**config.mk**
```make
export PLATFORM = sky130hd
export DESIGN_NAME = adf_top
export DESIGN_NICKNAME = d
export VERILOG_FILES = /design/src/logic/adf_pkg.sv /design/src/logic/adf_top.sv /design/src/logic/adf_clkdiv.sv /design/src/logic/adf_decim.sv
export VERILOG_INCLUDE_DIRS = /design/src /design/src/logic
export SDC_FILE = /design/constraint.sdc
export NUM_CORES = 1
export LEC_CHECK = 0
export ABC_AREA = 1
export BUFFER_PORTS_ARGS = -buffer_cell sky130_fd_sc_hd__buf_2
export CAP_MARGIN = 20
export CORE_ASPECT_RATIO = 1.1
export CORE_MARGIN = 2
export CORE_UTILIZATION = 60
export DETAILED_ROUTE_END_ITERATION = 10
export PLACE_DENSITY = 0.79
export SKIP_CTS_REPAIR_TIMING = 1
export SLEW_MARGIN = 20
export SYNTH_ARGS = -nofsm -noshare
export SYNTH_HDL_FRONTEND = slang
export SYNTH_SLANG_ARGS = --single-unit
```
**constraint.sdc**
```tcl
create_clock -name clk -period 8.6 [get_ports clk]
set_clock_uncertainty 0.15 [all_clocks]
set_input_delay 1.72 -clock clk [delete_from_list [all_inputs] [get_ports clk]]
set_output_delay 1.72 -clock clk [all_outputs]
set_load 0.02 [all_outputs]
```
**src/logic/adf_defines.svh**
```systemverilog
// Purpose: Offsets, field positions, reset values and counts of the filters
// Assumes: APB byte addresses, one 32-bit word per register
// Notes:   Definitions only
`ifndef ADF_DEFINES_SVH
`define ADF_DEFINES_SVH

// ****************************************************************
// Register byte offsets
// ****************************************************************
`define ADF_OFF_CTRL      8'h00
`define ADF_OFF_CFG       8'h04
`define ADF_OFF_LEFT      8'h08
`define ADF_OFF_LEFT_LSB  8'h0C
`define ADF_OFF_RIGHT     8'h10
`define ADF_OFF_RIGHT_LSB 8'h14
`define ADF_OFF_MONO      8'h18
`define ADF_OFF_MONO_LSB  8'h1C
`define ADF_OFF_D6L       8'h20
`define ADF_OFF_D6L_LSB   8'h24
`define ADF_OFF_D6R       8'h28
`define ADF_OFF_D6R_LSB   8'h2C

// ****************************************************************
// Field positions and reset values
// ****************************************************************
`define ADF_CTRL_EXT_R_BIT  14
`define ADF_CTRL_EXT_L_BIT  13
`define ADF_CTRL_EXT_M_BIT  12
`define ADF_CTRL_ENA_BIT    6
`define ADF_CFG_MSB         9
`define ADF_CTRL_RST        4'h0
`define ADF_CFG_RST         10'h000
`define ADF_LSB_POS         14

// ****************************************************************
// Decimation counts (last index of a window), divide-by-six divisor and saturation limits
// ****************************************************************
`define ADF_LAST_32   8'h1F
`define ADF_LAST_64   8'h3F
`define ADF_LAST_128  8'h7F
`define ADF_LAST_256  8'hFF
`define ADF_D6_LAST   3'h5
`define ADF_D6_DIV    21'sh000006
`define ADF_SAT_POS   28'sh001FFFF
`define ADF_SAT_NEG   28'shFFE0000

`endif

```
**src/logic/adf_pkg.sv**
```systemverilog
// Purpose: Types shared by the decimation filter block
// Assumes: adf_defines.svh holds all numbers
// Notes:   Field order of adf_cfg_s matches configuration bits 9:0
package adf_pkg;

    typedef struct packed {
        logic       swap;       // Exchange filter two and three inputs
        logic [1:0] d6_sel;     // Decimation-by-six input select
        logic [1:0] mono_rate;  // Mono rate select
        logic [1:0] st_rate;    // Stereo rate select
        logic       d6_en;      // Decimation-by-six enable
        logic       mono_en;    // Mono filter enable
        logic       st_en;      // Stereo filters enable
    } adf_cfg_s;

    typedef struct packed {
        logic ext_r;            // External right input
        logic ext_l;            // External left input
        logic ext_m;            // External mono input
        logic glb_en;           // Global filter enable
    } adf_ctrl_s;

    typedef struct packed {
        logic        valid;
        logic [17:0] left;
        logic [17:0] right;
    } adf_pair_s;

    typedef enum logic [1:0] {
        ADF_D6_FM,
        ADF_D6_STEREO,
        ADF_D6_MONO
    } adf_d6src_e;

endpackage

```
**src/logic/adf_top.sv**
```systemverilog
// Purpose: Audio decimation filters: stereo, mono and decimation-by-six
// Assumes: clk is the crystal clock; all inputs synchronous to it
// Notes:   APB slave, zero wait states after setup, registered answers
`timescale 1ns/1ps
`include "adf_defines.svh"
module adf_top
    import adf_pkg::*;
(
    input  wire logic        clk,               // Crystal clock, 40 MHz
    input  wire logic        rst_n,             // Async reset, active low
    input  wire logic [7:0]  paddr,             // APB address
    input  wire logic        psel,              // APB select
    input  wire logic        penable,           // APB enable
    input  wire logic        pwrite,            // APB direction
    input  wire logic [31:0] pwdata,            // APB write data
    output logic      [31:0] prdata,            // APB read data
    output logic             pready,            // APB ready
    output logic             pslverr,           // APB error
    input  wire logic        mod_bit_left,      // Internal converter left
    input  wire logic        mod_bit_right,     // Internal converter right
    input  wire logic        mod_bit_mono,      // Internal converter mono
    input  wire logic        ext_sample_in_left,  // External left pin
    input  wire logic        ext_sample_in_right, // External right pin
    input  wire logic        ext_sample_in_mono,  // External mono pin
    input  wire adf_pair_s   fm_smp,            // FM demodulator samples
    output logic             irq_stereo,        // Stereo sample pulse
    output logic             irq_mono,          // Mono sample pulse
    output logic             irq_dec6,          // Decimation-by-six pulse
    output logic             fm_demod_rst,      // FM demodulator reset
    output logic             xclk_div2,         // Crystal / 2 out
    output logic             xclk_div4          // Crystal / 4 out
);
    // ************************************************************
    // Configuration registers and APB slave
    // ************************************************************
    adf_ctrl_s   ctrl_q, ctrl_d;
    adf_cfg_s    cfg_q, cfg_d;
    logic [31:0] prdata_q, prdata_d, rd_mux;
    logic        pready_q, pready_d, pslverr_q, pslverr_d, rd_hit;
    logic        demod_rst_q, demod_rst_d;
    logic        wr_acc;
    logic [17:0] left_q, right_q, mono_q, d6l_q, d6r_q;

    function automatic logic [31:0] hi_w(input logic [17:0] v);
        hi_w = {16'h0000, v[17:2]};
    endfunction
    function automatic logic [31:0] lo_w(input logic [17:0] v);
        lo_w = {16'h0000, v[1:0], 14'h0000};
    endfunction

    always_comb begin
        rd_hit = 1'b1;
        case (paddr)
            `ADF_OFF_CTRL: begin
                rd_mux = 32'h0000_0000;
                rd_mux[`ADF_CTRL_EXT_R_BIT] = ctrl_q.ext_r;
                rd_mux[`ADF_CTRL_EXT_L_BIT] = ctrl_q.ext_l;
                rd_mux[`ADF_CTRL_EXT_M_BIT] = ctrl_q.ext_m;
                rd_mux[`ADF_CTRL_ENA_BIT]   = ctrl_q.glb_en;
            end
            `ADF_OFF_CFG:       rd_mux = {22'h000000, cfg_q};
            `ADF_OFF_LEFT:      rd_mux = hi_w(left_q);
            `ADF_OFF_LEFT_LSB:  rd_mux = lo_w(left_q);
            `ADF_OFF_RIGHT:     rd_mux = hi_w(right_q);
            `ADF_OFF_RIGHT_LSB: rd_mux = lo_w(right_q);
            `ADF_OFF_MONO:      rd_mux = hi_w(mono_q);
            `ADF_OFF_MONO_LSB:  rd_mux = lo_w(mono_q);
            `ADF_OFF_D6L:       rd_mux = hi_w(d6l_q);
            `ADF_OFF_D6L_LSB:   rd_mux = lo_w(d6l_q);
            `ADF_OFF_D6R:       rd_mux = hi_w(d6r_q);
            `ADF_OFF_D6R_LSB:   rd_mux = lo_w(d6r_q);
            default: begin
                rd_mux = 32'h0000_0000;
                rd_hit = 1'b0;
            end
        endcase
        wr_acc    = psel && penable && pready_q && pwrite;
        pready_d  = psel && !penable;
        prdata_d  = pready_d ? (pwrite ? 32'h0000_0000 : rd_mux) : prdata_q;
        pslverr_d = pready_d ? !rd_hit : pslverr_q;
        ctrl_d    = ctrl_q;
        cfg_d     = cfg_q;
        if (wr_acc && paddr == `ADF_OFF_CTRL) begin
            ctrl_d.ext_r  = pwdata[`ADF_CTRL_EXT_R_BIT];
            ctrl_d.ext_l  = pwdata[`ADF_CTRL_EXT_L_BIT];
            ctrl_d.ext_m  = pwdata[`ADF_CTRL_EXT_M_BIT];
            ctrl_d.glb_en = pwdata[`ADF_CTRL_ENA_BIT];
        end
        if (wr_acc && paddr == `ADF_OFF_CFG)
            cfg_d = pwdata[`ADF_CFG_MSB:0];
        demod_rst_d = !ctrl_d.glb_en;
    end

    always_ff @(posedge clk or negedge rst_n) begin
        if (!rst_n) begin
            ctrl_q      <= `ADF_CTRL_RST;
            cfg_q       <= `ADF_CFG_RST;
            prdata_q    <= 32'h0000_0000;
            pready_q    <= 1'b0;
            pslverr_q   <= 1'b0;
            demod_rst_q <= 1'b1;
        end else begin
            ctrl_q      <= ctrl_d;
            cfg_q       <= cfg_d;
            prdata_q    <= prdata_d;
            pready_q    <= pready_d;
            pslverr_q   <= pslverr_d;
            demod_rst_q <= demod_rst_d;
        end
    end

    // ************************************************************
    // Input routing and audio filters
    // ************************************************************
    logic en_div2, b_left, b_right, b_mono, src_right, src_mono;
    logic st_clr, mono_clr, d6_clr;
    logic [17:0] st_l_data, st_r_data, mono_data;
    logic        st_valid, st_r_valid, mono_valid;

    adf_clkdiv u_div (
        .clk     (clk),
        .rst_n   (rst_n),
        .en_div2 (en_div2),
        .div2_q  (xclk_div2),
        .div4_q  (xclk_div4)
    );

    always_comb begin
        b_left    = ctrl_q.ext_l ? ext_sample_in_left : mod_bit_left;
        src_right = ctrl_q.ext_r ? ext_sample_in_right : mod_bit_right;
        src_mono  = ctrl_q.ext_m ? ext_sample_in_mono : mod_bit_mono;
        b_right   = cfg_q.swap ? src_mono : src_right;
        b_mono    = cfg_q.swap ? src_right : src_mono;
        st_clr    = !(ctrl_q.glb_en && cfg_q.st_en);
        mono_clr  = !(ctrl_q.glb_en && cfg_q.mono_en);
        d6_clr    = !(ctrl_q.glb_en && cfg_q.d6_en);
    end

    adf_decim u_left (
        .clk     (clk),
        .rst_n   (rst_n),
        .clr     (st_clr),
        .smp_en  (en_div2),
        .bit_in  (b_left),
        .rate    (cfg_q.st_rate),
        .data_q  (st_l_data),
        .valid_q (st_valid)
    );

    adf_decim u_right (
        .clk     (clk),
        .rst_n   (rst_n),
        .clr     (st_clr),
        .smp_en  (en_div2),
        .bit_in  (b_right),
        .rate    (cfg_q.st_rate),
        .data_q  (st_r_data),
        .valid_q (st_r_valid)
    );

    adf_decim u_mono (
        .clk     (clk),
        .rst_n   (rst_n),
        .clr     (mono_clr),
        .smp_en  (en_div2),
        .bit_in  (b_mono),
        .rate    (cfg_q.mono_rate),
        .data_q  (mono_data),
        .valid_q (mono_valid)
    );

    // ************************************************************
    // Decimation-by-six filter
    // ************************************************************
    adf_d6src_e         d6_src;
    adf_pair_s          d6_in;
    logic [2:0]         d6_cnt_q, d6_cnt_d;
    logic signed [20:0] d6_al_q, d6_al_d, d6_ar_q, d6_ar_d, sum_l, sum_r;
    logic               d6_done;

    always_comb begin
        case (cfg_q.d6_sel)
            2'h0:    d6_src = ADF_D6_FM;
            2'h1:    d6_src = ADF_D6_STEREO;
            default: d6_src = ADF_D6_MONO;
        endcase
        case (d6_src)
            ADF_D6_FM:     d6_in = fm_smp;
            ADF_D6_STEREO: d6_in = {st_valid, st_l_data, st_r_data};
            ADF_D6_MONO:   d6_in = {mono_valid, mono_data, mono_data};
            default:       d6_in = '0;
        endcase
        sum_l    = d6_al_q + 21'(signed'(d6_in.left));
        sum_r    = d6_ar_q + 21'(signed'(d6_in.right));
        d6_done  = !d6_clr && d6_in.valid && d6_cnt_q == `ADF_D6_LAST;
        d6_cnt_d = d6_cnt_q;
        d6_al_d  = d6_al_q;
        d6_ar_d  = d6_ar_q;
        if (d6_clr) begin
            d6_cnt_d = 3'h0;
            d6_al_d  = 21'sd0;
            d6_ar_d  = 21'sd0;
        end else if (d6_done) begin
            d6_cnt_d = 3'h0;
            d6_al_d  = 21'sd0;
            d6_ar_d  = 21'sd0;
        end else if (d6_in.valid) begin
            d6_cnt_d = d6_cnt_q + 3'h1;
            d6_al_d  = sum_l;
            d6_ar_d  = sum_r;
        end
    end

    always_ff @(posedge clk or negedge rst_n) begin
        if (!rst_n) begin
            d6_cnt_q <= 3'h0;
            d6_al_q  <= 21'sd0;
            d6_ar_q  <= 21'sd0;
        end else begin
            d6_cnt_q <= d6_cnt_d;
            d6_al_q  <= d6_al_d;
            d6_ar_q  <= d6_ar_d;
        end
    end

    // ************************************************************
    // Output data registers and interrupt pulses
    // ************************************************************
    logic [17:0] left_d, right_d, mono_d, d6l_d, d6r_d;
    logic        irq_st_q, irq_st_d, irq_mo_q, irq_mo_d, irq_d6_q, irq_d6_d;

    always_comb begin
        left_d   = st_valid   ? st_l_data : left_q;
        right_d  = st_r_valid ? st_r_data : right_q;
        mono_d   = mono_valid ? mono_data : mono_q;
        d6l_d    = d6_done ? 18'(sum_l / `ADF_D6_DIV) : d6l_q;
        d6r_d    = d6_done ? 18'(sum_r / `ADF_D6_DIV) : d6r_q;
        irq_st_d = st_valid;
        irq_mo_d = mono_valid;
        irq_d6_d = d6_done;
    end

    always_ff @(posedge clk or negedge rst_n) begin
        if (!rst_n) begin
            left_q   <= 18'h00000;
            right_q  <= 18'h00000;
            mono_q   <= 18'h00000;
            d6l_q    <= 18'h00000;
            d6r_q    <= 18'h00000;
            irq_st_q <= 1'b0;
            irq_mo_q <= 1'b0;
            irq_d6_q <= 1'b0;
        end else begin
            left_q   <= left_d;
            right_q  <= right_d;
            mono_q   <= mono_d;
            d6l_q    <= d6l_d;
            d6r_q    <= d6r_d;
            irq_st_q <= irq_st_d;
            irq_mo_q <= irq_mo_d;
            irq_d6_q <= irq_d6_d;
        end
    end

    assign prdata       = prdata_q;
    assign pready       = pready_q;
    assign pslverr      = pslverr_q;
    assign irq_stereo   = irq_st_q;
    assign irq_mono     = irq_mo_q;
    assign irq_dec6     = irq_d6_q;
    assign fm_demod_rst = demod_rst_q;
endmodule

```
**src/logic/adf_clkdiv.sv**
```systemverilog
// Purpose: Crystal clock dividers for filter rate and external converters
// Assumes: clk is the crystal clock
// Notes:   Free running; enables are one-cycle pulses
`timescale 1ns/1ps
module adf_clkdiv (
    input  wire logic clk,        // Crystal clock
    input  wire logic rst_n,      // Async reset, active low
    output logic      en_div2,    // Pulse every second cycle
    output logic      div2_q,     // Crystal / 2 square wave
    output logic      div4_q      // Crystal / 4 square wave
);
    logic [1:0] cnt_q;
    logic [1:0] cnt_d;

    always_comb begin
        cnt_d = cnt_q + 2'h1;
    end

    always_ff @(posedge clk or negedge rst_n) begin
        if (!rst_n) begin
            cnt_q  <= 2'h0;
            div2_q <= 1'b0;
            div4_q <= 1'b0;
        end else begin
            cnt_q  <= cnt_d;
            div2_q <= cnt_d[0];
            div4_q <= cnt_d[1];
        end
    end

    assign en_div2 = cnt_q[0];
endmodule

```
**src/logic/adf_decim.sv**
```systemverilog
// Purpose: One-bit stream decimator with selectable factor, 18-bit result
// Assumes: smp_en pulses at the filter input rate
// Notes:   Accumulate-and-dump, scaled to full range and saturated
`timescale 1ns/1ps
`include "adf_defines.svh"
module adf_decim #(
    parameter int W = 18
) (
    input  wire logic         clk,      // Crystal clock
    input  wire logic         rst_n,    // Async reset, active low
    input  wire logic         clr,      // Hold in reset
    input  wire logic         smp_en,   // Input sample strobe
    input  wire logic         bit_in,   // Modulator bit
    input  wire logic [1:0]   rate,     // Decimation factor select
    output logic [W-1:0]      data_q,   // Output sample
    output logic              valid_q   // New sample pulse
);
    logic [7:0]        cnt_q, cnt_d, last;
    logic signed [9:0] acc_q, acc_d, acc_n;
    logic [W-1:0]      data_d;
    logic              valid_d;
    logic [4:0]        sh;
    logic signed [27:0] scl;

    always_comb begin
        case (rate)
            2'h0:    begin last = `ADF_LAST_32;  sh = 5'd12; end
            2'h1:    begin last = `ADF_LAST_64;  sh = 5'd11; end
            2'h2:    begin last = `ADF_LAST_128; sh = 5'd10; end
            default: begin last = `ADF_LAST_256; sh = 5'd9;  end
        endcase
        acc_n   = bit_in ? acc_q + 10'sd1 : acc_q - 10'sd1;
        scl     = 28'(acc_n) <<< sh;
        cnt_d   = cnt_q;
        acc_d   = acc_q;
        data_d  = data_q;
        valid_d = 1'b0;
        if (clr) begin
            cnt_d = 8'h00;
            acc_d = 10'sd0;
        end else if (smp_en) begin
            if (cnt_q >= last) begin
                cnt_d   = 8'h00;
                acc_d   = 10'sd0;
                valid_d = 1'b1;
                if (scl > `ADF_SAT_POS)
                    data_d = W'(`ADF_SAT_POS);
                else if (scl < `ADF_SAT_NEG)
                    data_d = W'(`ADF_SAT_NEG);
                else
                    data_d = scl[W-1:0];
            end else begin
                cnt_d = cnt_q + 8'h01;
                acc_d = acc_n;
            end
        end
    end

    always_ff @(posedge clk or negedge rst_n) begin
        if (!rst_n) begin
            cnt_q   <= 8'h00;
            acc_q   <= 10'sd0;
            data_q  <= '0;
            valid_q <= 1'b0;
        end else begin
            cnt_q   <= cnt_d;
            acc_q   <= acc_d;
            data_q  <= data_d;
            valid_q <= valid_d;
        end
    end
endmodule

```
### Yosys cells after proc, flatten, opt, wreduce, memory -nomap -nowiden

Index checks and enable logic that the tools add are counted.

| storage, ports and cells | value |
|---|---|
| bits in writable memories | 0 |
| latch bits | 0 |
| bits in registers | 302 |
| memories | 0 |
| logic and storage cells | 173 |
| bits in read-only memories | 0 |

| cells by class | value |
|---|---|
| div/mod/pow operators | 2 |
| mux-type cells | 60 |
| $add $sub $neg | 13 |
| reduce and logical (&&, ||, !) cells | 23 |
| order comparisons | 9 |
| eq/ne operators | 22 |
| bitwise operators | 0 |
| shifts and indexed selects | 3 |
| $mul | 0 |

Operators by type and width:

| operator | count |
|---|---|
| $pmux 16 s12 | 1 |
| $mux 21 | 6 |
| $mux 10 | 12 |
| $pmux 37 s3 | 1 |
| $mux 18 | 6 |
| $gt 28x18->1 const B | 3 |
| $lt 28x18->1 const B | 3 |
| $sshl 10x4->28 | 3 |
| $mux 8 | 9 |
| $pmux 8 s3 | 2 |
| $add 21x18->21 | 2 |
| $div 21x4->21 const B | 2 |
| $eq 8x5->1 const B | 4 |
| $eq 8x6->1 const B | 4 |
| $mux 32 | 1 |
| $add 10x2->10 const B | 3 |
| $sub 10x2->10 const B | 3 |
| $add 8x1->8 const B | 3 |
| $ge 8x8->1 | 3 |
| $pmux 3 s3 | 2 |
| $eq 8x4->1 const B | 2 |
| $mux 1 | 16 |
| $reduce_or 12->1 | 1 |
| $logic_and 1x1->1 | 11 |
| other kinds (14) | 29 |

### Longest topological paths before layout

Gate-level depths: netlist of the first run.

| depth | value |
|---|---|
| depth in word-level cells | 8 |
| depth in mapped cells | 75 |

### Hierarchy

From an unflattened synthesis of the first run, not the netlist that was laid out.

| unflattened totals | value |
|---|---|
| cell total of the unflattened synthesis | 3,343 |
| area, all modules | 22,168.8 sq um |

By module, submodules not included:

| module | seq. area each (sq um) | instances | area each (sq um) | cells an instance |
|---|---|---|---|---|
| adf_top | 4,280.4 | 1 | 14,495.2 | 2,234 |
| adf_decim (u_mono ...) | 750.7 | 2 | 2,536.2 | 367 |
| adf_decim (u_left) | 750.7 | 1 | 2,522.4 | 367 |
| adf_clkdiv | 50.0 | 1 | 78.8 | 8 |

### Least setup slack after synthesis of the first run

Ideal clock, no wire load.

| timing | value |
|---|---|
| path type | input port to flip-flop |
| start point | in fm_smp[18] (netlist bit) |
| end point | reg d6l_q[13] |
| setup time | 0.132 ns |
| path buffers | 0 |
| setup slack | 0.664 ns |
| cell stages on the path | 61 |
| data required time | 8.318 ns |
| data arrival time | 7.654 ns |
| cell sequence | nand2_1 nand2_1 ha_1 inv_1 fa_1 inv_1 nand3_1 nand2_1 nand2_1 nand2_1 nand2_1 nand2_1 a21oi_1 or2_1 nand2_4 inv_2 nand2_1 nand2_1 [... 25 more ...] o21ai_1 nand2_1 nand3_2 nand2_2 inv_1 nand3_1 nand2_1 o21ai_2 nand3_1 nand2_2 nand2_2 nand2_2 o2111ai_4 nor2_4 nand2_2 o21ai_1 xor2_1 o21ai_1 |

| on the way | value |
|---|---|
| cells in the longest elaborated chain, start to end | 3 |

Ends and longest elaborated chain:

| item | line | RTL |
|---|---|---|
| from (decl) | adf_top.sv:25 | `input wire adf_pair_s fm_smp,` |
| $pmux 37 s3 | adf_top.sv:187 | `case (d6_src)` |
| $add 21x18->21 | adf_top.sv:193 | `sum_l = d6_al_q + 21'(signed'(d6_in.left));` |
| $div 21x4->21 (no line) | -- |  |
| to (signal assigned) | adf_top.sv:257 | `d6l_q <= d6l_d;` |
| to (decl) | adf_top.sv:42 | `logic [17:0] left_q, right_q, mono_q, d6l_q, d6r_q;` |

No other way between the ends.
A chain may end at the register's enable or synchronous reset.

### Final worst setup path of the first run

| timing | value |
|---|---|
| start point | in fm_smp[0] (netlist bit) |
| end point | reg d6r_q[17] |

| on the way | value |
|---|---|
| cells in the longest elaborated chain, start to end | 3 |

Ends and longest elaborated chain:

| item | line | RTL |
|---|---|---|
| $pmux 37 s3 | adf_top.sv:187 |  |
| $add 21x18->21 | adf_top.sv:194 | `sum_r = d6_ar_q + 21'(signed'(d6_in.right));` |
| $div 21x4->21 (no line) | -- |  |
| to (signal assigned) | adf_top.sv:258 | `d6r_q <= d6r_d;` |
| to (decl) | adf_top.sv:42 |  |

No other way between the ends.

==> results of run 1 <==
[cells by family after synthesis]
group,Yosys count,synth area share (%)
other,1,0.01931
flip-flops,242,31.19
XOR/XNOR,83,3.782
multiplexers,19,1.037
adder cells (fa/ha/maj),91,6.056
AO/OA/AOI/OAI,498,15.35
buffers and inverters,550,11.01
AND/OR/NAND/NOR,1408,31.57
[worst max-delay path by stage]
stage	startpoint	to	slack, ns	depth (start not counted)
after floorplan	fm_smp[18]	d6l_q[13]	0.66	61
after global placement	fm_smp[18]	d6l_q[11]	-0.04	62
after detailed placement	fm_smp[18]	d6l_q[1]	-0.31	58
after CTS	fm_smp[18]	d6l_q[13]	0.25	54
after global routing	cfg_q[7]	d6r_q[2]	-0.61	64
final	fm_smp[0]	d6r_q[17]	-0.16	59
[worst register-to-register path: cells and delay by family, from the launching register on]
family	cells	cell delay [ns]
and+or+nand+nor	40	4.62
AOI/OAI and AO/OA	9	1.53
DFF	1	0.41
buffers and inverters	10	1.00
adders and majority gates	3	0.94
[routing by layer]
layer	vias to the layer above	global-route usage (%)	part of all wire [%]
met2	732	55.56	48
met3	162	6.028	7.3
met1	9628	41.31	41
met5	-	0	0
li1	9812	-	-
met4	0	11.22	4.1
[cells in the mapped netlist, types with 6 or more instances]
master	count	area share, %
o21ai_0	193	5.0
a2111oi_0	9	0.41
xor2_1	64	2.9
inv_2	21	0.41
or2_2	18	0.58
nand2_2	45	1.4
o211ai_1	21	0.81
a22o_1	9	0.41
buf_4	16	0.62
nor2_2	13	0.42
o21ai_1	38	0.98
clkinv_1	7	0.14
nand2_1	854	17
o21bai_1	6	0.23
nand3_1	211	5.4
o21ai_2	7	0.32
nor2_1	156	3.0
mux2_2	9	0.52
nand3b_1	11	0.43
a31oi_1	6	0.19
nand3_2	20	1.0
a21oi_1	90	2.3
nor3_1	25	0.64
xnor2_1	18	0.81
dfrtp_1	241	31
nand4_1	36	1.2
o22ai_1	72	2.3
inv_1	446	8.6
ha_1	86	5.5
clkbuf_1	51	0.99
mux2i_1	10	0.52
[through the flow]
step	setup WS [ns]	utilization, %	area (um2)	total power, mW	setup TNS [ns]
after floorplan	0.6643	-	19480	1.465	0
after global placement	-0.04263	65.23	20950	1.578	-0.08798
after detailed placement	-0.3134	65.23	20950	1.595	-6.956
after CTS	0.2541	68.16	21890	2.814	0
after global routing	-0.6128	73.03	23450	3.020	-13.74
final	-0.1613	73.03	23450	2.909	-1.247
[cells in the final DEF (no fill, tap or decap), types with 71 or more instances in the layout]
master,instances
a21oi_1,78
buf_2,90
buf_4,152
dfrtp_1,240
inv_1,435
nand2_1,769
nand2_2,108
nand3_1,181
nor2_1,125
o21ai_0,186
o22ai_1,71
[flip-flops by register name, indices dropped and copies added (netlist names), 2 cells and up]
signal / cells
cfg_q: 10
ctrl_q: 4
d6_al_q: 21
d6_ar_q: 21
d6_cnt_q: 3
d6l_q: 18
d6r_q: 18
left_q: 11
mono_q: 11
prdata: 16
right_q: 11
u_div.cnt_q: 2
u_left.acc_q: 10
u_left.cnt_q: 8
u_left.data_q: 11
u_mono.acc_q: 10
u_mono.cnt_q: 8
u_mono.data_q: 11
u_right.acc_q: 10
u_right.cnt_q: 8
u_right.data_q: 11
[cell type report]
class,instances,share of cell area [%]
Clock buffer,34,3.302
Tap cell,426,2.273
Inverter,474,7.607
Sequential cell,242,25.83
Multi-Input combinational cell,2115,52.79
Clock inverter,14,0.7095
Timing Repair Buffer,254,7.485
[power groups by stage]
stage | clock, mW | combinational (mW) | sequential (mW)
2_1_floorplan | 0 | 0.303 | 1.16
3_3_place_gp | 0 | 0.417 | 1.16
3_5_place_dp | 0 | 0.434 | 1.16
4_1_cts | 1.24 | 0.437 | 1.14
5_1_grt | 1.29 | 0.591 | 1.14
6_report | 1.23 | 0.535 | 1.14
==> results.toml, run 1 <==
[status]
outcome = "finished with violations"
violations = "negative setup slack"

[synth]
postSynthAreaPerCell_um2 = 6.716
yosys_warnings = 0
synth-seq-area-share_pct = 31.19
synthFlopType = "dfrtp_1"
postSynthCellCount = 2892
synth_cell_types = 63
synth_edf_count = 0
synthArstFlopShare_pct = 100.0
syn_area_mm2 = 0.01942
ys_seq_elements = 242

[sta]
period_minus_slack_ns = 8.761
slew_violations = 0
hold_viol_final = 0
max_freq_ghz = 0.1141
hold-worst-slack_ns = 0.3316
period_share_pct = 101.9
finalSetupViolCount = 14
maxSlewHeadroom_pct = 24.36
rsz0062_at_grt = "yes"
tightest_slew_ns = 1.131
setup_slack_ns = -0.1613

[grt]
antenna_found_initial = 1
grt_pass1_vias = 18560
grt_start_max_net_pins = 99
gr-usage-all-layers_pct = 32.46
grt_pass1_wl_um = 89470
grt_overflow = 0

[cells_and_area]
final-seq-area_mm2 = 0.006058
multiInputGateArea_mm2 = 0.01238
layout-drive-gt1-share_pct = 21.96
num-fill-cells = 2531
final_net_count = 3294
fin_cells = 3559
areaGrowthSynthToFinish_pct = 20.76
antenna_cells = 0

[critical_path]
path_common_cell = "nand2_2"
arrival_ns = 9.08
crit_type = "in2reg"
r2r-end = "d6r_q[17]"
path_buf_inv = 9
rrSetupSlack_ns = -0.15
r2r-start = "cfg_q[7]"
slowest_delay_ns = 0.59
worstRegToRegCells = 62
path_delay_family = "simple AND/OR/NAND/NOR gates"
crit_required_ns = 8.92
endpoint_kind = "register"
cp-start-kind = "input pin"
path_max_fanout = 5
cp_slowest_cell = "fa_2"

[clock_network]
cts_buffer_depth = 3
cts_buffers = 28
cts_sinks = 242
clock_latency_ns = 0.58
h-tree-depth = 1
cts_tree = "built"
cts.clk_slew.worst_paths_ns = 0.06
clockRootBuffer = "clkbuf_16"

[floorplanning]
start_util_pct = 60.48
fp.coreArea_mm2 = 0.03212
num_rows = 69
die_area_mm2 = 0.03383
die_w_um = 175.5
io_pins = 128
die_h_um = 192.7

[pwr]
power.leakage_nw = 12.33
netSwitchingPower_mw = 0.8385
vdd_ir_drop_max_mv = 0.1557
pwr-share-comb_pct = 18.4
p_per_area_mw_per_mm2 = 124.0
clkPwrFrac_pct = 42.4
seqPwrFrac_pct = 39.2
p_int_mw = 2.071
p_sw_share_pct = 28.82

[place]
port_buffers = 92
dp_cells = 3457
place.gp.congestion = 0.9973
dp_hpwl_um = 43000

[flow_run]
max_cap_violations = 0

[route]
drtIter0Drc = 1589
wire_per_inst_um = 16.68
vias = 20330
routed_wl_um = 59350
drt_first_pass_iters = 6
drc_errors = 0
via_per_inst = 5.713
route.antenna.remaining_nets = 0

[hold_path]
hp-class = "reg2reg"
holdPathStages = 2
hold_end = "prdata[5]"
min-delay-start = "prdata[5]"
(Power assumes the default switching activity.)
==> inputs of run 2 (changes only) <==
--- a/config.mk
+++ b/config.mk
@@ -13,7 +13,7 @@
 export CORE_MARGIN = 2
 export CORE_UTILIZATION = 60
 export DETAILED_ROUTE_END_ITERATION = 10
-export PLACE_DENSITY = 0.79
+export PLACE_DENSITY = 0.77
 export SKIP_CTS_REPAIR_TIMING = 1
 export SLEW_MARGIN = 20
 export SYNTH_ARGS = -nofsm -noshare
==> results.toml, run 2 (synthesized netlist as in run 1, its figures left out) <==
[status]
outcome = "finished with violations"
violations = "negative setup slack"

[critical_path]
slowest_delay_ns = 0.59
crit_type = "in2reg"
r2r-start = "cfg_q[8]"
worstRegToRegCells = 60
cp_slowest_cell = "fa_2"
crit_required_ns = 8.93
path_common_cell = "nand2_2"
cp-start-kind = "input pin"
endpoint_kind = "register"
path_max_fanout = 4
arrival_ns = 9.01
r2r-end = "d6r_q[8]"
rrSetupSlack_ns = 0.07

[clock_network]
cts_sinks = 242
cts_tree = "built"
clock_latency_ns = 0.57
cts_buffers = 28
clockRootBuffer = "clkbuf_16"
cts.clk_slew.worst_paths_ns = 0.06
cts_buffer_depth = 3
h-tree-depth = 1

[sta]
hold_viol_final = 0
period_share_pct = 100.9
finalSetupViolCount = 5
max_freq_ghz = 0.1152
period_minus_slack_ns = 8.679
tightest_slew_ns = 1.054
maxSlewHeadroom_pct = 29.56
setup_slack_ns = -0.07913
slew_violations = 0
rsz0062_at_grt = "yes"

[floorplanning]
fp.coreArea_mm2 = 0.03212
start_util_pct = 60.48
num_rows = 69
die_w_um = 175.5
die_area_mm2 = 0.03383
die_h_um = 192.7
io_pins = 128

[route]
route.met2.wl_um = 28860
highest_layer = "met4"
drt_first_pass_iters = 6
vias = 20420
route.antenna.remaining_nets = 0
dr_wl_met3_um = 4796
via_per_inst = 5.723
wire_per_inst_um = 16.91
drc_errors = 0
drtIter0Drc = 1448
met1_length_um = 24210
routed_wl_um = 60350

[cells_and_area]
top_regs = "d6_al_q (21), d6_ar_q (21)"
final-seq-area_mm2 = 0.006057
final_common_cell = "nand2_1"
multiInputGateArea_mm2 = 0.01266
final_net_count = 3301
num-fill-cells = 2510
layout-drive-gt1-share_pct = 23.59
layout_common_cells = "nand2_1, inv_1, dfrtp_1"
areaGrowthSynthToFinish_pct = 22.59

[hold_path]
hold_end = "u_div.cnt_q[1]"
hp-class = "reg2reg"
holdPathStages = 1
min-delay-start = "u_div.cnt_q[1]"

[place]
place.gp.congestion = 0.9680
post-place-ws_ns = -0.3460
dp_hpwl_um = 43480
port_buffers = 92

[pwr]
vdd_ir_drop_max_mv = 0.1526
p_total_mw = 2.970
p_per_area_mw_per_mm2 = 124.7
power.leakage_nw = 12.44

[grt]
grt_pass1_wl_um = 91070
grt_pass1_vias = 18850
antenna_found_initial = 1
grt_start_max_net_pins = 156
gr-usage-all-layers_pct = 33.26
grt_overflow = 0

[flow_run]
max_cap_violations = 0
run 2: cell types whose count changed in the layout (fill, tap and decap cells not counted), moves of 10 or more:
cell | previous run | this run
nand2_1 | 769 | 748
nand2_2 | 108 | 118
nand3_1 | 181 | 169
buf_4 | 152 | 164
nand2_4 | 24 | 35
nand3_2 | 37 | 49
run 2: worst max-delay path by stage:
stage,start,to
5_1_grt,fm_smp[10],d6r_q[17]
4_1_cts,fm_smp[0],d6r_q[11]
6_report,fm_smp[0],d6r_q[8]
3_3_place_gp,fm_smp[18],d6l_q[13]
3_5_place_dp,fm_smp[0],d6r_q[11]
2_1_floorplan,fm_smp[18],d6l_q[13]
run 2: critical path: cells and delay by family:
kind | cells | cell delay, ns
adders and majority gates | 2 | 0.73
and+or+nand+nor | 38 | 3.88
AOI/OAI and AO/OA | 12 | 1.88
buffers and inverters | 8 | 0.77
run 2: report_power, final:
part,internal [mW],switching [mW],leakage (nW)
clock network,0.786,0.506,0.479
registers,1.14,0.000712,3.11
logic,0.205,0.333,8.85
total,2.13,0.840,12.4
run 2: layout make-up:
cell class | count | area share (%)
flip-flops and latches | 242 | 25.44
clock inverters | 8 | 0.6411
repair buffers | 261 | 7.488
clock buffers | 41 | 3.489
well taps | 426 | 2.239
inverters | 474 | 7.504
multi-input cells | 2115 | 53.19
diodes | 1 | 0.01051
run 2: metrics by stage:
stage | hold slack (ns) | instances | setup TNS (ns) | utilization, % | cell area, um2
after floorplan | 0.2224 | 2907 | 0 | - | 19480
after global placement | 0.3010 | 3464 | 0 | 65.39 | 21000
after detailed placement | 0.3174 | 3464 | -7.285 | 65.39 | 21000
after CTS | 0.3263 | 3513 | 0 | 68.45 | 21980
after global routing | 0.3338 | 3567 | -12.90 | 74.13 | 23810
final | 0.3236 | 3568 | -0.2095 | 74.14 | 23810
run 2: layer usage:
| layer | vias up | track usage (%) |
|---|---|---|
| met5 | - | 0 |
| met4 | 0 | 12.17 |
| met3 | 177 | 7.013 |
| met2 | 751 | 56.33 |
| met1 | 9670 | 42.01 |
| li1 | 9820 | - |
